## config.mk

```make
export PLATFORM = sky130hd
export DESIGN_NAME = sct_dev_flat
export DESIGN_NICKNAME = d
export VERILOG_FILES = /design/src/hdl/sct_pkg.sv /design/src/hdl/sct_if.sv /design/src/hdl/sct_dev.sv /design/src/flat_wrapper.sv
export VERILOG_INCLUDE_DIRS = /design/src /design/src/hdl
export SDC_FILE = /design/constraint.sdc
export NUM_CORES = 1
export LEC_CHECK = 0
export BUFFER_PORTS_ARGS = -buffer_cell sky130_fd_sc_hd__buf_2
export CAP_MARGIN = 40
export CORE_MARGIN = 2
export CORE_UTILIZATION = 65
export CTS_BUF_LIST = sky130_fd_sc_hd__clkbuf_4 sky130_fd_sc_hd__clkbuf_8
export DETAILED_ROUTE_END_ITERATION = 8
export PLACE_DENSITY = 0.88
export SKIP_CTS_REPAIR_TIMING = 1
export SYNTH_ARGS = -nofsm -noshare
export SYNTH_HDL_FRONTEND = slang
export SYNTH_SLANG_ARGS = --single-unit
```

## constraint.sdc

```tcl
create_clock -name sys_clk -period 7.86 [get_ports sys_clk]
set_input_delay 1.179 -clock sys_clk [delete_from_list [all_inputs] [get_ports sys_clk]]
set_output_delay 1.179 -clock sys_clk [all_outputs]
set_load 0.02 [all_outputs]
```

## src/hdl/sct_params.svh

```systemverilog
// Offsets, field positions, reset values and timing counts of the serial block
`ifndef SCT_PARAMS_SVH
`define SCT_PARAMS_SVH
// Register indices, byte address is four times the index
`define SCT_IDX_BAUD 14'h102b
`define SCT_IDX_CTRL 14'h102d
`define SCT_IDX_STAT 14'h102e
`define SCT_IDX_DATA 14'h102f
`define SCT_IDX_EXT  14'h1030
// Control two fields
`define SCT_C_TXE_IE 7
`define SCT_C_TXD_IE 6
`define SCT_C_RXF_IE 5
`define SCT_C_IDL_IE 4
`define SCT_C_TX_ON  3
`define SCT_C_RX_ON  2
`define SCT_C_SLEEP  1
`define SCT_C_BREAK  0
// Status fields
`define SCT_S_TXE    7
`define SCT_S_TXD    6
`define SCT_S_RXF    5
`define SCT_S_IDLE   4
`define SCT_S_OVR    3
`define SCT_S_NOISE  2
`define SCT_S_FRAME  1
// Divider select fields
`define SCT_B_CLR    7
`define SCT_B_PRE_HI 6
`define SCT_B_PRE_LO 4
`define SCT_B_CHK    3
`define SCT_B_SPD_HI 2
`define SCT_B_SPD_LO 0
// Extra control fields
`define SCT_E_WAKE_MARK 0
// Reset values
`define SCT_CTRL_RST 8'h00
`define SCT_STAT_RST 8'hc0
`define SCT_BAUD_RST 8'h00
`define SCT_EXT_RST  8'h00
// Prescaler divisors
`define SCT_PRE_DIV0 6'h01
`define SCT_PRE_DIV1 6'h03
`define SCT_PRE_DIV2 6'h04
`define SCT_PRE_DIV3 6'h0d
`define SCT_PRE_DIV4 6'h27
// Sampling ticks per bit and character timing
`define SCT_RT_LAST   4'hf
`define SCT_VOTE_A    4'h7
`define SCT_VOTE_B    4'h8
`define SCT_VOTE_C    4'h9
`define SCT_FRAME_LEN 4'ha
`define SCT_STOP_POS  4'h9
`define SCT_IDLE_RT   8'h9f
`endif

```

## src/hdl/sct_pkg.sv

```systemverilog
// Types shared by both ends of the serial link
`include "sct_params.svh"
package sct_pkg;

  typedef enum logic [3:0]
  {
    SCT_TX_IDLE = 4'h1,
    SCT_TX_PRE  = 4'h2,
    SCT_TX_BRK  = 4'h4,
    SCT_TX_DATA = 4'h8
  } sct_txs_t;

  typedef enum logic [1:0]
  {
    SCT_RX_IDLE = 2'h1,
    SCT_RX_BUSY = 2'h2
  } sct_rxs_t;

  typedef struct packed
  {
    logic [7:0]  baud;
    logic [7:0]  ctrl;
    logic [7:0]  ext;
    logic [7:0]  stat;
    logic [7:0]  seen;
    logic [5:0]  pre_cnt;
    logic [6:0]  spd_cnt;
    logic [3:0]  rt16;
    logic        rt_tick;
    logic        bit_tick;
    sct_txs_t    tx_st;
    logic [8:0]  tx_shift;
    logic [3:0]  tx_cnt;
    logic [7:0]  tx_buf;
    logic        tx_buf_full;
    logic        pre_pend;
    logic        brk_pend;
    logic        txd;
    logic [2:0]  rx_sync;
    logic        rx_lvl;
    sct_rxs_t    rx_st;
    logic [3:0]  rx_rt;
    logic [3:0]  rx_bitn;
    logic [2:0]  votes;
    logic        rx_noise;
    logic [7:0]  rx_shift;
    logic [7:0]  rx_data;
    logic [7:0]  idle_cnt;
    logic        idle_armed;
    logic        pready;
    logic        pslverr;
    logic [31:0] prdata;
    logic        irq;
  } sct_dev_st_t;

  typedef struct packed
  {
    sct_txs_t    tx_st;
    logic [15:0] tx_tmr;
    logic [3:0]  tx_cnt;
    logic [9:0]  tx_shift;
    logic        txd;
    logic        tx_ready;
    logic [2:0]  rx_sync;
    sct_rxs_t    rx_st;
    logic [15:0] rx_tmr;
    logic [3:0]  rx_bitn;
    logic [7:0]  rx_shift;
    logic [7:0]  rx_data;
    logic        rx_valid;
    logic        rx_ferr;
  } sct_node_st_t;

endpackage

```

## src/hdl/sct_if.sv

```systemverilog
// Serial line pair between the controller and the remote node
`timescale 1ns/1ps
interface sct_if;
  logic dev_txd;
  logic dev_rxd;
  modport dev  (output dev_txd, input dev_rxd);
  modport node (input dev_txd, output dev_rxd);
endinterface

```

## src/hdl/sct_dev.sv

```systemverilog
// Serial controller: registers, flags, divider chain, transmitter, receiver
// How it works
// - Empty buffer flag requests irq when enabled
// - Done flag requests irq when enabled
// - Full or overrun requests irq when enabled
// - Idle flag requests irq when enabled
// - Enabling transmitter queues one idle preamble
// - Sleep bit inhibits receiver flags and irqs
// - Break write queues break characters while set
// - Empty flag cleared by status read, data write
// - Done flag set when idle, same clearing
// - Full flag cleared by status read, data read
// - Idle flag once per busy-to-idle, sleep inhibits
// - Overrun when new character meets full buffer
// - Noise when three votes disagree
// - Framing error on zero stop bit
// - Prescaler divides by 1,3,4,13,39
// - Software keeps low bits zero with top
// - Power-of-two stage gives sampling clock
// - Bit clock is sampling clock over sixteen
// - Rate bits survive reset, change anytime
// - Reset selects prescaler divide by one
// - Hardware clears sleep on wakeup condition
// - Disabling transmitter finishes current character
//
// The implementer's own choice: register access over APB.
`timescale 1ns/1ps
module sct_dev
  import sct_pkg::*;
(
  input  wire logic        sys_clk,
  input  wire logic        rst_n,
  input  wire logic        psel,
  input  wire logic        penable,
  input  wire logic        pwrite,
  input  wire logic [15:0] paddr,
  input  wire logic [31:0] pwdata,
  output logic             pready,
  output logic             pslverr,
  output logic [31:0]      prdata,
  output logic             serial_irq,
  sct_if.dev               link
);

  sct_dev_st_t s;
  sct_dev_st_t n;
  sct_dev_st_t rst_val;

  ////////////////////////////////////////////////////////////////////////
  // Decoding helpers

  function automatic logic [4:0] reg_sel(input logic [15:0] a);
    reg_sel = {a[15:2] == `SCT_IDX_EXT,  a[15:2] == `SCT_IDX_DATA,
               a[15:2] == `SCT_IDX_STAT, a[15:2] == `SCT_IDX_CTRL,
               a[15:2] == `SCT_IDX_BAUD};
  endfunction

  function automatic logic [5:0] pre_top(input logic [2:0] sel);
    case (sel)
      3'h0:    pre_top = `SCT_PRE_DIV0 - 6'h01;
      3'h1:    pre_top = `SCT_PRE_DIV1 - 6'h01;
      3'h2:    pre_top = `SCT_PRE_DIV2 - 6'h01;
      3'h3:    pre_top = `SCT_PRE_DIV3 - 6'h01;
      3'h4:    pre_top = `SCT_PRE_DIV4 - 6'h01;
      default: pre_top = `SCT_PRE_DIV0 - 6'h01;
    endcase
  endfunction

  ////////////////////////////////////////////////////////////////////////
  // Next state

  always_comb
  begin
    logic [4:0] sel;
    logic       setup;
    logic       acc;
    logic       start_ok;
    logic       maj;
    logic       sleeping;
    logic       idle_evt;
    logic [7:0] c;
    sel      = reg_sel(paddr);
    setup    = psel && !penable;
    acc      = psel && penable && s.pready;
    start_ok = 1'b0;
    maj      = 1'b0;
    sleeping = 1'b0;
    idle_evt = 1'b0;
    n = s;
    n.rt_tick  = 1'b0;
    n.bit_tick = 1'b0;
    n.pready   = setup;

    // Register bus, read data captured in the setup cycle
    if (setup)
    begin
      n.pslverr = !(|sel);
      n.prdata  = 32'h0000_0000;
      if (!pwrite)
        n.prdata[7:0] = ({8{sel[0]}} & s.baud) | ({8{sel[1]}} & s.ctrl) |
                        ({8{sel[2]}} & {s.stat[7:1], 1'b0}) |
                        ({8{sel[3]}} & s.rx_data) | ({8{sel[4]}} & s.ext);
    end
    if (acc && pwrite)
    begin
      if (sel[0])
        n.baud = pwdata[7:0];
      if (sel[1])
      begin
        if (pwdata[`SCT_C_TX_ON] && !s.ctrl[`SCT_C_TX_ON])
          n.pre_pend = 1'b1;
        if (pwdata[`SCT_C_BREAK])
          n.brk_pend = 1'b1;
        n.ctrl = pwdata[7:0];
      end
      if (sel[3])
      begin
        if (s.ctrl[`SCT_C_TX_ON])
        begin
          n.tx_buf      = pwdata[7:0];
          n.tx_buf_full = 1'b1;
        end
        n.stat[7:6] = s.stat[7:6] & ~s.seen[7:6];
        n.seen[7:6] = 2'h0;
      end
      if (sel[4])
        n.ext = pwdata[7:0];
    end
    if (acc && !pwrite && sel[2])
      n.seen = s.prdata[7:0];
    if (acc && !pwrite && sel[3])
    begin
      n.stat[5:1] = s.stat[5:1] & ~s.seen[5:1];
      n.seen[5:1] = 5'h00;
    end
    c = n.ctrl;

    ////////////////////////////////////////////////////////////////////////
    // Divider chain
    if (s.baud[`SCT_B_CLR])
    begin
      n.pre_cnt = 6'h00;
      n.spd_cnt = 7'h00;
      n.rt16    = 4'h0;
    end
    else
    begin
      if (s.pre_cnt >= pre_top(s.baud[`SCT_B_PRE_HI:`SCT_B_PRE_LO]))
      begin
        n.pre_cnt = 6'h00;
        if (s.spd_cnt >= ((7'h01 << s.baud[`SCT_B_SPD_HI:`SCT_B_SPD_LO])
                          - 7'h01))
        begin
          n.spd_cnt = 7'h00;
          n.rt_tick = 1'b1;
        end
        else
          n.spd_cnt = s.spd_cnt + 7'h01;
      end
      else
        n.pre_cnt = s.pre_cnt + 6'h01;
      if (s.rt_tick)
      begin
        n.rt16     = s.rt16 + 4'h1;
        n.bit_tick = (s.rt16 == `SCT_RT_LAST);
      end
    end

    ////////////////////////////////////////////////////////////////////////
    // Transmitter
    if (s.bit_tick)
    begin
      if (s.tx_st != SCT_TX_IDLE && s.tx_cnt != `SCT_FRAME_LEN)
      begin
        n.txd      = s.tx_shift[0];
        n.tx_shift = {1'b1, s.tx_shift[8:1]};
        n.tx_cnt   = s.tx_cnt + 4'h1;
      end
      else
        start_ok = 1'b1;
    end
    if (start_ok)
    begin
      n.tx_cnt = 4'h1;
      if (!c[`SCT_C_TX_ON])
      begin
        n.tx_buf_full = 1'b0;
        n.pre_pend    = 1'b0;
        n.brk_pend    = 1'b0;
        n.txd         = 1'b1;
        n.tx_st       = SCT_TX_IDLE;
        n.stat[`SCT_S_TXE] = 1'b1;
        n.stat[`SCT_S_TXD] = 1'b1;
      end
      else if (s.pre_pend)
      begin
        n.pre_pend = 1'b0;
        n.txd      = 1'b1;
        n.tx_shift = 9'h1ff;
        n.tx_st    = SCT_TX_PRE;
      end
      else if (s.brk_pend || c[`SCT_C_BREAK])
      begin
        n.brk_pend = 1'b0;
        n.txd      = 1'b0;
        n.tx_shift = 9'h000;
        n.tx_st    = SCT_TX_BRK;
      end
      else if (s.tx_buf_full)
      begin
        n.tx_buf_full = 1'b0;
        n.txd         = 1'b0;
        n.tx_shift    = {1'b1, s.tx_buf};
        n.tx_st       = SCT_TX_DATA;
        n.stat[`SCT_S_TXE] = 1'b1;
      end
      else
      begin
        n.txd   = 1'b1;
        n.tx_st = SCT_TX_IDLE;
        n.stat[`SCT_S_TXD] = 1'b1;
      end
    end

    ////////////////////////////////////////////////////////////////////////
    // Receiver
    n.rx_sync = {s.rx_sync[1:0], link.dev_rxd};
    if (s.rx_sync[1] == s.rx_sync[2])
      n.rx_lvl = s.rx_sync[2];
    if (!c[`SCT_C_RX_ON])
    begin
      n.rx_st    = SCT_RX_IDLE;
      n.idle_cnt = 8'h00;
    end
    else if (s.rt_tick)
    begin
      if (!s.rx_lvl)
      begin
        n.idle_cnt   = 8'h00;
        n.idle_armed = 1'b1;
      end
      else if (s.idle_cnt != `SCT_IDLE_RT)
      begin
        n.idle_cnt = s.idle_cnt + 8'h01;
        idle_evt   = s.idle_armed && (n.idle_cnt == `SCT_IDLE_RT);
      end
      if (idle_evt)
      begin
        n.idle_armed = 1'b0;
        if (c[`SCT_C_SLEEP] && !s.ext[`SCT_E_WAKE_MARK])
          n.ctrl[`SCT_C_SLEEP] = 1'b0;
        else if (!c[`SCT_C_SLEEP])
          n.stat[`SCT_S_IDLE] = 1'b1;
      end
      case (s.rx_st)
        SCT_RX_IDLE:
        begin
          if (!s.rx_lvl)
          begin
            n.rx_st    = SCT_RX_BUSY;
            n.rx_rt    = 4'h0;
            n.rx_bitn  = 4'h0;
            n.rx_noise = 1'b0;
          end
        end
        SCT_RX_BUSY:
        begin
          n.rx_rt = s.rx_rt + 4'h1;
          if (s.rx_rt == `SCT_VOTE_A || s.rx_rt == `SCT_VOTE_B ||
              s.rx_rt == `SCT_VOTE_C)
            n.votes = {s.votes[1:0], s.rx_lvl};
          if (s.rx_rt == `SCT_RT_LAST)
          begin
            maj = (s.votes[0] & s.votes[1]) | (s.votes[0] & s.votes[2]) |
                  (s.votes[1] & s.votes[2]);
            n.rx_noise = s.rx_noise || !(&s.votes == |s.votes);
            n.rx_bitn  = s.rx_bitn + 4'h1;
            if (s.rx_bitn == 4'h0 && maj)
              n.rx_st = SCT_RX_IDLE;
            else if (s.rx_bitn != `SCT_STOP_POS && s.rx_bitn != 4'h0)
              n.rx_shift = {maj, s.rx_shift[7:1]};
            else if (s.rx_bitn == `SCT_STOP_POS)
            begin
              n.rx_st  = SCT_RX_IDLE;
              sleeping = c[`SCT_C_SLEEP];
              if (sleeping && s.ext[`SCT_E_WAKE_MARK] && s.rx_shift[7])
              begin
                n.ctrl[`SCT_C_SLEEP] = 1'b0;
                sleeping = 1'b0;
              end
              if (!sleeping)
              begin
                if (s.stat[`SCT_S_RXF] || s.stat[`SCT_S_FRAME])
                  n.stat[`SCT_S_OVR] = 1'b1;
                else
                begin
                  n.rx_data = s.rx_shift;
                  n.stat[`SCT_S_RXF]   = 1'b1;
                  n.stat[`SCT_S_NOISE] = n.rx_noise;
                  n.stat[`SCT_S_FRAME] = !maj;
                end
              end
            end
          end
        end
        default:
          n.rx_st = SCT_RX_IDLE;
      endcase
    end

    ////////////////////////////////////////////////////////////////////////
    // Interrupt request
    n.irq = (n.ctrl[`SCT_C_TXE_IE] && n.stat[`SCT_S_TXE]) ||
            (n.ctrl[`SCT_C_TXD_IE] && n.stat[`SCT_S_TXD]) ||
            (n.ctrl[`SCT_C_RXF_IE] &&
             (n.stat[`SCT_S_RXF] || n.stat[`SCT_S_OVR])) ||
            (n.ctrl[`SCT_C_IDL_IE] && n.stat[`SCT_S_IDLE]);
    if (n.ctrl[`SCT_C_SLEEP])
      n.irq = (n.ctrl[`SCT_C_TXE_IE] && n.stat[`SCT_S_TXE]) ||
              (n.ctrl[`SCT_C_TXD_IE] && n.stat[`SCT_S_TXD]);
  end

  ////////////////////////////////////////////////////////////////////////
  // State register

  always_comb
  begin
    rst_val = '0;
    rst_val.baud     = `SCT_BAUD_RST;
    rst_val.ctrl     = `SCT_CTRL_RST;
    rst_val.ext      = `SCT_EXT_RST;
    rst_val.stat     = `SCT_STAT_RST;
    rst_val.tx_st    = SCT_TX_IDLE;
    rst_val.tx_shift = 9'h1ff;
    rst_val.txd      = 1'b1;
    rst_val.rx_sync  = 3'h7;
    rst_val.rx_lvl   = 1'b1;
    rst_val.rx_st    = SCT_RX_IDLE;
  end

  always_ff @(posedge sys_clk)
  begin
    if (!rst_n)
    begin
      s <= rst_val;
      s.baud[`SCT_B_SPD_HI:`SCT_B_SPD_LO] <=
        s.baud[`SCT_B_SPD_HI:`SCT_B_SPD_LO];
    end
    else
      s <= n;
  end

  assign pready       = s.pready;
  assign pslverr      = s.pslverr;
  assign prdata       = s.prdata;
  assign serial_irq   = s.irq;
  assign link.dev_txd = s.txd;

endmodule

```

## src/flat_wrapper.sv

```systemverilog
// flat-port wrapper written by rule: the top's interface ports become plain ports
module sct_dev_flat import sct_pkg::*;
  (sys_clk, rst_n, psel, penable, pwrite, paddr, pwdata, pready, pslverr, prdata, serial_irq, link_dev_txd, link_dev_rxd);
  sct_if link_i ();
  input  wire logic sys_clk;
  input  wire logic rst_n;
  input  wire logic psel;
  input  wire logic penable;
  input  wire logic pwrite;
  input  wire logic [15:0] paddr;
  input  wire logic [31:0] pwdata;
  output logic pready;
  output logic pslverr;
  output logic [31:0] prdata;
  output logic serial_irq;
  output wire logic [$bits(link_i.dev_txd)-1:0] link_dev_txd;
  input wire logic [$bits(link_i.dev_rxd)-1:0] link_dev_rxd;
  assign link_dev_txd = link_i.dev_txd;
  assign link_i.dev_rxd = link_dev_rxd;
  sct_dev u_core (.sys_clk(sys_clk), .rst_n(rst_n), .psel(psel), .penable(penable), .pwrite(pwrite), .paddr(paddr), .pwdata(pwdata), .pready(pready), .pslverr(pslverr), .prdata(prdata), .serial_irq(serial_irq), .link(link_i));
endmodule
```

==> flow_summary.json, run 1 <==
{
  "whs_path_depth": 1,
  "tritoncts": "yes",
  "slew_violations": 0,
  "fin_cells": 985,
  "wl_per_cell_um": 15.8,
  "ctsHtreeMaxLevel": 4,
  "nFillCells": 769,
  "synth_area_mm2": 0.00707,
  "finalSetupTns_ns": 0,
  "crit_arrival_ns": 3.80,
  "slew-limit-headroom_pct": 36.9,
  "io_buffers": 39,
  "crit_path_end_kind": "flop",
  "synth_area_leader_cell": "dfxtp_1",
  "clk_pin_slew_worst_paths_ns": 0.08,
  "dominantRegCellSynth": "dfxtp_1",
  "tightest_slew_ns": 0.947,
  "synth-seq-area-share_pct": 40.1,
  "ys_warn_count": 0,
  "gp_congestion": 0.899,
  "min_period_over_period_pct": 43.6,
  "ir_drop_mv": 0.0963,
  "yosysUniqueCellTypes": 74,
  "hpwl_mm": 11.0,
  "die_area_mm2": 0.0117,
  "synth_async_sr_flop_share_pct": 0,
  "finalHoldViolCount": 0,
  "top_usage_layer": "met2",
  "leakage_nw": 2.92,
  "gr-usage-met3_pct": 5.73,
  "syn_avg_cell_area_um2": 8.67,
  "timing.fmax_mhz": 292,
  "met1_usage_pct": 33.3,
  "drtPass1Iterations": 5,
  "path_class": "in -> reg",
  "synth.most_common_cell": "dfxtp_1",
  "grt_max_degree": 72,
  "postRouteAntennaNets": 0,
  "dp_cells": 954,
  "vias": 5920,
  "skew_ns": 0.0134,
  "netlist.area_leader.share_pct": 38.8,
  "diodes": 0,
  "grt_pass1_vias": 5609,
  "powerDensity_mw_per_mm2": 178,
  "coreArea_mm2": 0.0107,
  "antenna_found_initial": 0,
  "r2r_cells": 8,
  "grt_usage_pct": 27.8,
  "die_w_um": 108,
  "viasPerCell": 6.01,
  "synth_edf_count": 3,
  "synth_cells": 815,
  "cap_violations": 0,
  "cts_inserted_buffers": 17,
  "setup_viol": 0,
  "start_kind": "primary input",
  "drive_gt1_share_pct": 13.1,
  "drc": 0,
  "die_h_um": 108,
  "cts_buffer_depth": 2,
  "rsz0062_at_grt": "no",
  "worstPathRequired_ns": 8.23,
  "cp_max_fo": 11,
  "nets": 914,
  "min_period_ns": 3.43,
  "use_met2_pct": 47.9,
  "clkSinkCount": 140,
  "status": "complete, no violations",
  "pin_count": 90,
  "insertion_delay_ns": 0.45,
  "synth_area_leaders": "dfxtp_1 39%, mux2i_1 5.8%, nor2_1 5.3%",
  "root_buffer": "clkbuf_8",
  "hold_class": "reg -> reg",
  "wirelength_mm": 15.6,
  "start_util_pct": 65.8,
  "rows": 38,
  "area_growth_pct": 6.82,
  "synth-seq-cells": 140,
  "dr.first_iter.drc_count": 472,
  "grt_first_pass_wirelength_mm": 26.0,
  "netlist_top_cells_count": "137 x dfxtp_1, 100 x nor2_1, 81 x nand2_1",
  "grt_overflow": 0
}
## final cells by class
type / count / area, um2 / share of cell area [%]
timing repair buffer: 42 / 218 / 2.88
inverter: 30 / 113 / 1.49
clock inverter: 10 / 118 / 1.56
tap: 140 / 175 / 2.32
clock buffer: 21 / 277 / 3.66
multi-input combinational: 602 / 3820 / 50.6
sequential: 140 / 2830 / 37.5
## worst max-delay path: stages
cell and delay (ns):
buf_2 0.11, nor4_4 0.29, and4_1 0.45, nand3_1 0.17, a21oi_1 0.65, nand2_1 0.35
or3_1 0.43, a21oi_1 0.16
## registers in the layout, summed over array words and instances, names as in the netlist
signal,cells
u_core.pslverr,1
u_core.link.dev_txd,1
u_core.pready,1
u_core.prdata,8
u_core.serial_irq,1
u_core.s,126
u_core.n,2
## report_power, final
group	switching, mW	internal, mW	leakage [nW]
Sequential	0.00247	0.714	1.13
Combinational	0.0395	0.0134	1.60
Clock	0.272	0.303	0.191
## placed cells by master, fill, tap and decap left out, types with 4 or more instances in the layout
cell,n
clkbuf_8,19
clkinvlp_4,4
o21ai_0,20
nand4_1,9
xnor2_1,6
ha_1,27
nand3_1,41
nor2_1,100
a21o_1,7
buf_2,39
dfxtp_1,137
inv_1,29
o21a_1,6
and3_1,5
or3_1,11
nor4_1,8
nor3b_1,7
o221ai_2,8
nor3_1,7
or2_2,4
and2_1,8
a21boi_0,4
a22oi_1,26
mux2i_1,41
xor2_1,6
a21oi_1,58
conb_1,24
a211oi_1,6
nand2_1,81
nand2b_1,18
## worst paths after layout
path | slack, ns | end | startpoint
worst min-delay path | 0.42 | u_core.n[77] | u_core.n[76]
worst min register to register | 0.42 | u_core.n[77] | u_core.n[76]
worst max-delay path | 4.43 | u_core.s[71] | paddr[11]
worst max register to register | 4.68 | u_core.s[116] | u_core.s[164]
## cell families after synthesis
logic type	Yosys count	share of synthesized area, %
XOR/XNOR	12	1.49
AND/OR/NAND/NOR	328	23.6
other	1	0.0531
buffers and inverters	96	7.22
multiplexers	44	6.29
adder cells (fa/ha/maj)	28	4.92
AO/OA/AOI/OAI	166	16.3
flip-flops	140	40.1
## metrics by stage
| step | setup WS (ns) | power (mW) | util, % | hold WS [ns] | area [um2] |
|---|---|---|---|---|---|
| after floorplan | 4.79 | 0.774 | - | 0.386 | 7150 |
| final | 4.43 | 1.34 | 70.2 | 0.422 | 7550 |
| after global routing | 4.29 | 1.38 | 70.2 | 0.441 | 7550 |
| after detailed placement | 4.06 | 0.784 | 66.6 | 0.402 | 7150 |
| after global placement | 4.05 | 0.782 | 66.5 | 0.390 | 7150 |
| after CTS | 4.50 | 1.35 | 70.2 | 0.423 | 7550 |
## routing by layer
layer | wire [um] | part of all wire [%] | up-vias
li1 | - | - | 2866
met1 | 6520 | 42 | 2800
met2 | 7620 | 49 | 215
met3 | 994 | 6.4 | 39
met4 | 440 | 2.8 | 0
met5 | 0 | 0 | -
No activity file was read; power rests on OpenSTA's default activity.
==> run 2: changes to the inputs <==
ABC_AREA = 1   (was default)
CORE_UTILIZATION = 60   (was 65)
PLACE_DENSITY = 0.82   (was 0.88)
clock period = 3.3 ns   (was 7.86 ns; I/O delays follow)
==> run 2 against run 1 <==
Cell area rose by 0.31%. Largest power group unchanged. Global-route usage fell by 3.6 points. Critical path type is now reg -> reg. Highest routed layer unchanged. Sequential share of layout area fell by 0.12 points. Routed wire length fell by 5.6%. Setup slack got worse by 3.5 ns. Total power rose by 140%. Area after synthesis fell by 0.73%.
==> flow_summary.json, run 2 <==
{
  "die_h_um": 112,
  "cts_buffer_depth": 2,
  "cp_max_fo": 8,
  "ys_warn_count": 0,
  "topRoutingLayerUsed": "met4",
  "worstPathRequired_ns": 3.66,
  "final_cell_area_mm2": 0.00757,
  "slew-limit-headroom_pct": 62.5,
  "yosysUniqueCellTypes": 55,
  "grt_pass1_vias": 5417,
  "synth_area_mm2": 0.00702,
  "insertion_delay_ns": 0.45,
  "area_growth_pct": 7.94,
  "grt_first_pass_wirelength_mm": 24.9,
  "vias": 5952,
  "status": "complete, no violations",
  "rows": 39,
  "dr_wl_met2_mm": 7.04,
  "pin_count": 90,
  "tightest_slew_ns": 0.561,
  "drtPass1Iterations": 5,
  "synth_cells": 915,
  "drive_gt1_share_pct": 12.9,
  "placed_area_mm2": 0.00717,
  "netlist_top_cells_count": "137 x dfxtp_1, 134 x nand2_1, 119 x inv_1",
  "crit_arrival_ns": 2.74,
  "grt_overflow": 0,
  "largest_register_ffs": 126,
  "antenna_found_initial": 0,
  "cap_violations": 0,
  "syn_avg_cell_area_um2": 7.67,
  "finalHoldViolCount": 0,
  "synth-seq-area-share_pct": 40.4,
  "leakage_nw": 3.15,
  "die_area_mm2": 0.0126,
  "cts_inserted_buffers": 17,
  "ir_drop_mv": 0.557,
  "min_period_over_period_pct": 72.0,
  "path_class": "reg -> reg",
  "hpwl_mm": 10.9,
  "powerDensity_mw_per_mm2": 430,
  "dp_cells": 1073,
  "root_buffer": "clkbuf_8",
  "final_cell_mix": "137 x dfxtp_1, 134 x nand2_1, 119 x inv_1",
  "postRouteAntennaNets": 0,
  "r2r_cells": 12,
  "skew_ns": 0.00977,
  "coreArea_mm2": 0.0114,
  "clkSinkCount": 140,
  "start_util_pct": 61.4,
  "die_w_um": 112,
  "whs_path_depth": 2,
  "setup_viol": 0,
  "tritoncts": "yes",
  "min_period_ns": 2.38,
  "synth_async_sr_flop_share_pct": 0,
  "met1Wirelength_mm": 6.56,
  "netlist.area_leader.share_pct": 39.1,
  "nets": 1030,
  "hold_class": "in -> reg",
  "wirelength_mm": 14.7,
  "dr.first_iter.drc_count": 380,
  "crit_path_end_kind": "flop",
  "finalSetupTns_ns": 0,
  "io_buffers": 39,
  "top_register": "u_core.s",
  "start_kind": "flop",
  "wl_per_cell_um": 13.3,
  "synth.most_common_cell": "dfxtp_1",
  "final_util_pct": 66.3,
  "grt_max_degree": 52,
  "gp_congestion": 0.907,
  "ctsHtreeMaxLevel": 4,
  "dominantRegCellSynth": "dfxtp_1",
  "grt_usage_pct": 24.2,
  "slew_violations": 0,
  "viasPerCell": 5.39,
  "clk_pin_slew_worst_paths_ns": 0.08,
  "layout_commonest_cell": "dfxtp_1",
  "timing.fmax_mhz": 421,
  "rsz0062_at_grt": "no",
  "diodes": 0,
  "synth_area_leaders": "dfxtp_1 39%, nand2_1 7.2%, inv_1 6.4%",
  "fin_cells": 1104,
  "drc": 0,
  "synth_edf_count": 3,
  "synth-seq-cells": 140,
  "dr_wl_met3_um": 813,
  "synth_area_leader_cell": "dfxtp_1"
}
-- run 2: cell count changes after synthesis, moves of 8 or more --
| cell | change |
|---|---|
| inv_1 | +89 |
| nand2_1 | +53 |
| o21ai_0 | +40 |
| mux2i_1 | -33 |
| a22oi_1 | -24 |
| a21oi_1 | +18 |
| nand2b_1 | -18 |
| o21ai_1 | +16 |
| nor3_1 | +11 |
| or3_1 | -11 |
| clkbuf_1 | -10 |
| nand3_1 | -10 |
| o221ai_2 | -8 |
-- run 2: through the flow --
step	total power, mW	worst slack, ns	hold slack (ns)
final	3.26	0.924	0.236
after global routing	3.36	0.698	0.217
after CTS	3.28	0.888	0.220
after detailed placement	1.87	0.951	0.397
after global placement	1.87	0.977	0.401
after floorplan	1.85	1.37	0.393
-- run 2: final timing paths --
check           startpoint             to  slack [ns]
min           link_dev_rxd   u_core.n[76]        0.24
max reg2reg  u_core.s[163]  u_core.s[119]        0.92
max          u_core.s[163]  u_core.s[119]        0.92
min reg2reg   u_core.n[76]   u_core.n[77]        0.42
-- run 2: metal layers --
| layer | GRT usage (%) | up-vias |
|---|---|---|
| met3 | 5.13 | 30 |
| met5 | 0 | - |
| met2 | 40.1 | 156 |
| met1 | 31.7 | 2724 |
| li1 | - | 3042 |
| met4 | 8.13 | 0 |
-- run 2: cell type report --
cell class,instances,area [um2]
clock buffers,17,234
multi-input cells,620,3450
flip-flops and latches,140,2830
repair buffers,43,225
clock inverters,14,170
fillers,975,3850
well taps,143,179
inverters,127,477
-- run 2: critical path, cell delays in order (launching register included) --
cell	delay, ns
dfxtp_1	0.32
inv_1	0.14
o21ai_0	0.12
o21a_1	0.18
ha_1	0.29
inv_1	0.04
nor2_1	0.08
o211ai_1	0.08
nand3_1	0.27
nand4_1	0.19
nor2_1	0.25
a21oi_1	0.12
nor3_1	0.21
-- run 2: logic make-up (layout without fill, tap and decap cells) --
kind of cell	Yosys count	after routing	synth area share, %
other	1	24	0.0535
multiplexers	8	8	1.14
AO/OA/AOI/OAI	206	206	16.9
XOR/XNOR	7	7	0.874
flip-flops	140	140	40.4
buffers and inverters	178	201	11.6
adder cells (fa/ha/maj)	27	27	4.82
AND/OR/NAND/NOR	348	348	24.2
-- run 2: power by group --
group          internal [mW]  switching [mW]
combinational         0.0328          0.0953
clock                  0.745           0.678
sequential              1.70         0.00583
total                   2.48           0.780
==> run 3: changes to the inputs <==
CORE_UTILIZATION = 54   (was 60)
PLACE_DENSITY = 0.78   (was 0.82)
clock period = 2.05 ns   (was 3.3 ns; I/O delays follow)
==> run 3 against run 2 <==
Routed wire length grew 5.1%. Clock skew is essentially flat. Flip-flop and latch count is the same. Critical path type unchanged. Largest cell class unchanged.
==> flow_summary.json, run 3 (synthesized netlist as in run 2, its figures left out) <==
{
  "area_growth_pct": 12.9,
  "setup_viol": 0,
  "coreArea_mm2": 0.0127,
  "crit_arrival_ns": 2.38,
  "slowest_delay_ns": 0.37,
  "layout_commonest_cell": "dfxtp_1",
  "die_area_mm2": 0.0139,
  "top_register": "u_core.s",
  "viasPerCell": 5.23,
  "crit_path_end_kind": "flop",
  "rsz0062_at_grt": "yes",
  "grt_max_degree": 52,
  "drtPass1Iterations": 6,
  "min_period_over_period_pct": 97.7,
  "clkSinkCount": 140,
  "insertion_delay_ns": 0.46,
  "hp-start": "link_dev_rxd",
  "grt_usage_pct": 22.4,
  "powerDensity_mw_per_mm2": 662,
  "fin_cells": 1156,
  "drc": 0,
  "antenna_found_initial": 0,
  "cap_violations": 0,
  "power_mw": 5.25,
  "root_buffer": "clkbuf_8",
  "drive_gt1_share_pct": 17.4,
  "rows": 41,
  "wl_per_cell_um": 13.4,
  "rr_startpoint": "u_core.s[162]",
  "postRouteAntennaNets": 0,
  "min_period_ns": 2.00,
  "clk_pin_slew_worst_paths_ns": 0.08,
  "cts_buffer_depth": 2,
  "final_util_pct": 62.5,
  "gp_congestion": 0.935,
  "largest_register_ffs": 126,
  "start_util_pct": 55.4,
  "diodes": 0,
  "timing.fmax_mhz": 499,
  "nets": 1054,
  "worstPathRequired_ns": 2.43,
  "io_buffers": 39,
  "grt_overflow": 0,
  "dp_cells": 1123,
  "tritoncts": "yes",
  "start_kind": "flop",
  "cp_max_fo": 6,
  "hold_class": "in -> reg",
  "grt_first_pass_wirelength_mm": 25.4,
  "dr.first_iter.drc_count": 439,
  "crit_start": "u_core.s[162]",
  "final_cell_mix": "133 x dfxtp_1, 131 x nand2_1, 114 x inv_1",
  "die_w_um": 118,
  "pin_count": 90,
  "cts_inserted_buffers": 17,
  "ctsHtreeMaxLevel": 4,
  "path_class": "reg -> reg",
  "leakage_nw": 3.29,
  "status": "complete, no violations",
  "ir_drop_mv": 0.540,
  "grt_pass1_vias": 5571,
  "hpwl_mm": 11.2,
  "cp_cell_sequence": "nor2_4 > nand2_2 > ha_1 > nand2_1 > nor2_1 > a211oi_2 > nand3_2 > nand4_1 > nor2_2 > and3_1 > nor3_1",
  "die_h_um": 118,
  "finalHoldViolCount": 0,
  "slew_violations": 0,
  "slowest_stage": "dfxtp_4",
  "vias": 6044,
  "wirelength_mm": 15.5,
  "skew_ns": 0.00995
}
[run 3: metal layers]
layer / vias up / track usage, % / wire [um]
met5: - / 0 / 0
met4: 0 / 7.38 / 281
met3: 32 / 5.23 / 778
met2: 143 / 37.1 / 7350
met1: 2771 / 28.6 / 7050
li1: 3098 / - / -
[run 3: per-stage QoR]
step	hold slack, ns	area [um2]	setup slack, ns	setup TNS [ns]
after CTS	0.0279	7780	-0.0461	-0.0514
after global routing	0.0326	7920	-0.0986	-0.445
final	0.0468	7920	0.0475	0
after floorplan	0.393	7100	0.170	0
after global placement	0.396	7370	0.0506	0
after detailed placement	0.398	7370	0.00626	0
[run 3: worst paths after layout]
check / slack (ns) / endpoint / depth (start not counted)
setup / recovery: 0.05 / u_core.s[119] / 11
hold / removal: 0.05 / u_core.n[76] / 2
setup reg to reg: 0.05 / u_core.s[119] / 11
hold reg to reg: 0.42 / u_core.n[77] / 1
[run 3: report_power, final]
group          internal [mW]  switching, mW  total, mW
registers               2.73        0.00918       2.74
clock network           1.20           1.09       2.28
logic                 0.0616          0.158      0.220
[run 3: layout make-up]
| cell class | count | area [um2] |
|---|---|---|
| fillers | 1129 | 4750 |
| multi-input cells | 620 | 3540 |
| flip-flops and latches | 140 | 2850 |
| inverters | 127 | 479 |
| repair buffers | 67 | 434 |
| clock buffers | 17 | 234 |
| well taps | 172 | 215 |
| clock inverters | 13 | 170 |
[run 3: critical path, delay by kind of cell (launching register included)]
kind	cells	cell delay (ns)
AO/OA/AOI/OAI	1	0.21
adder cells (fa/ha/maj)	1	0.30
flip-flops	1	0.37
AND/OR/NAND/NOR	9	1.05
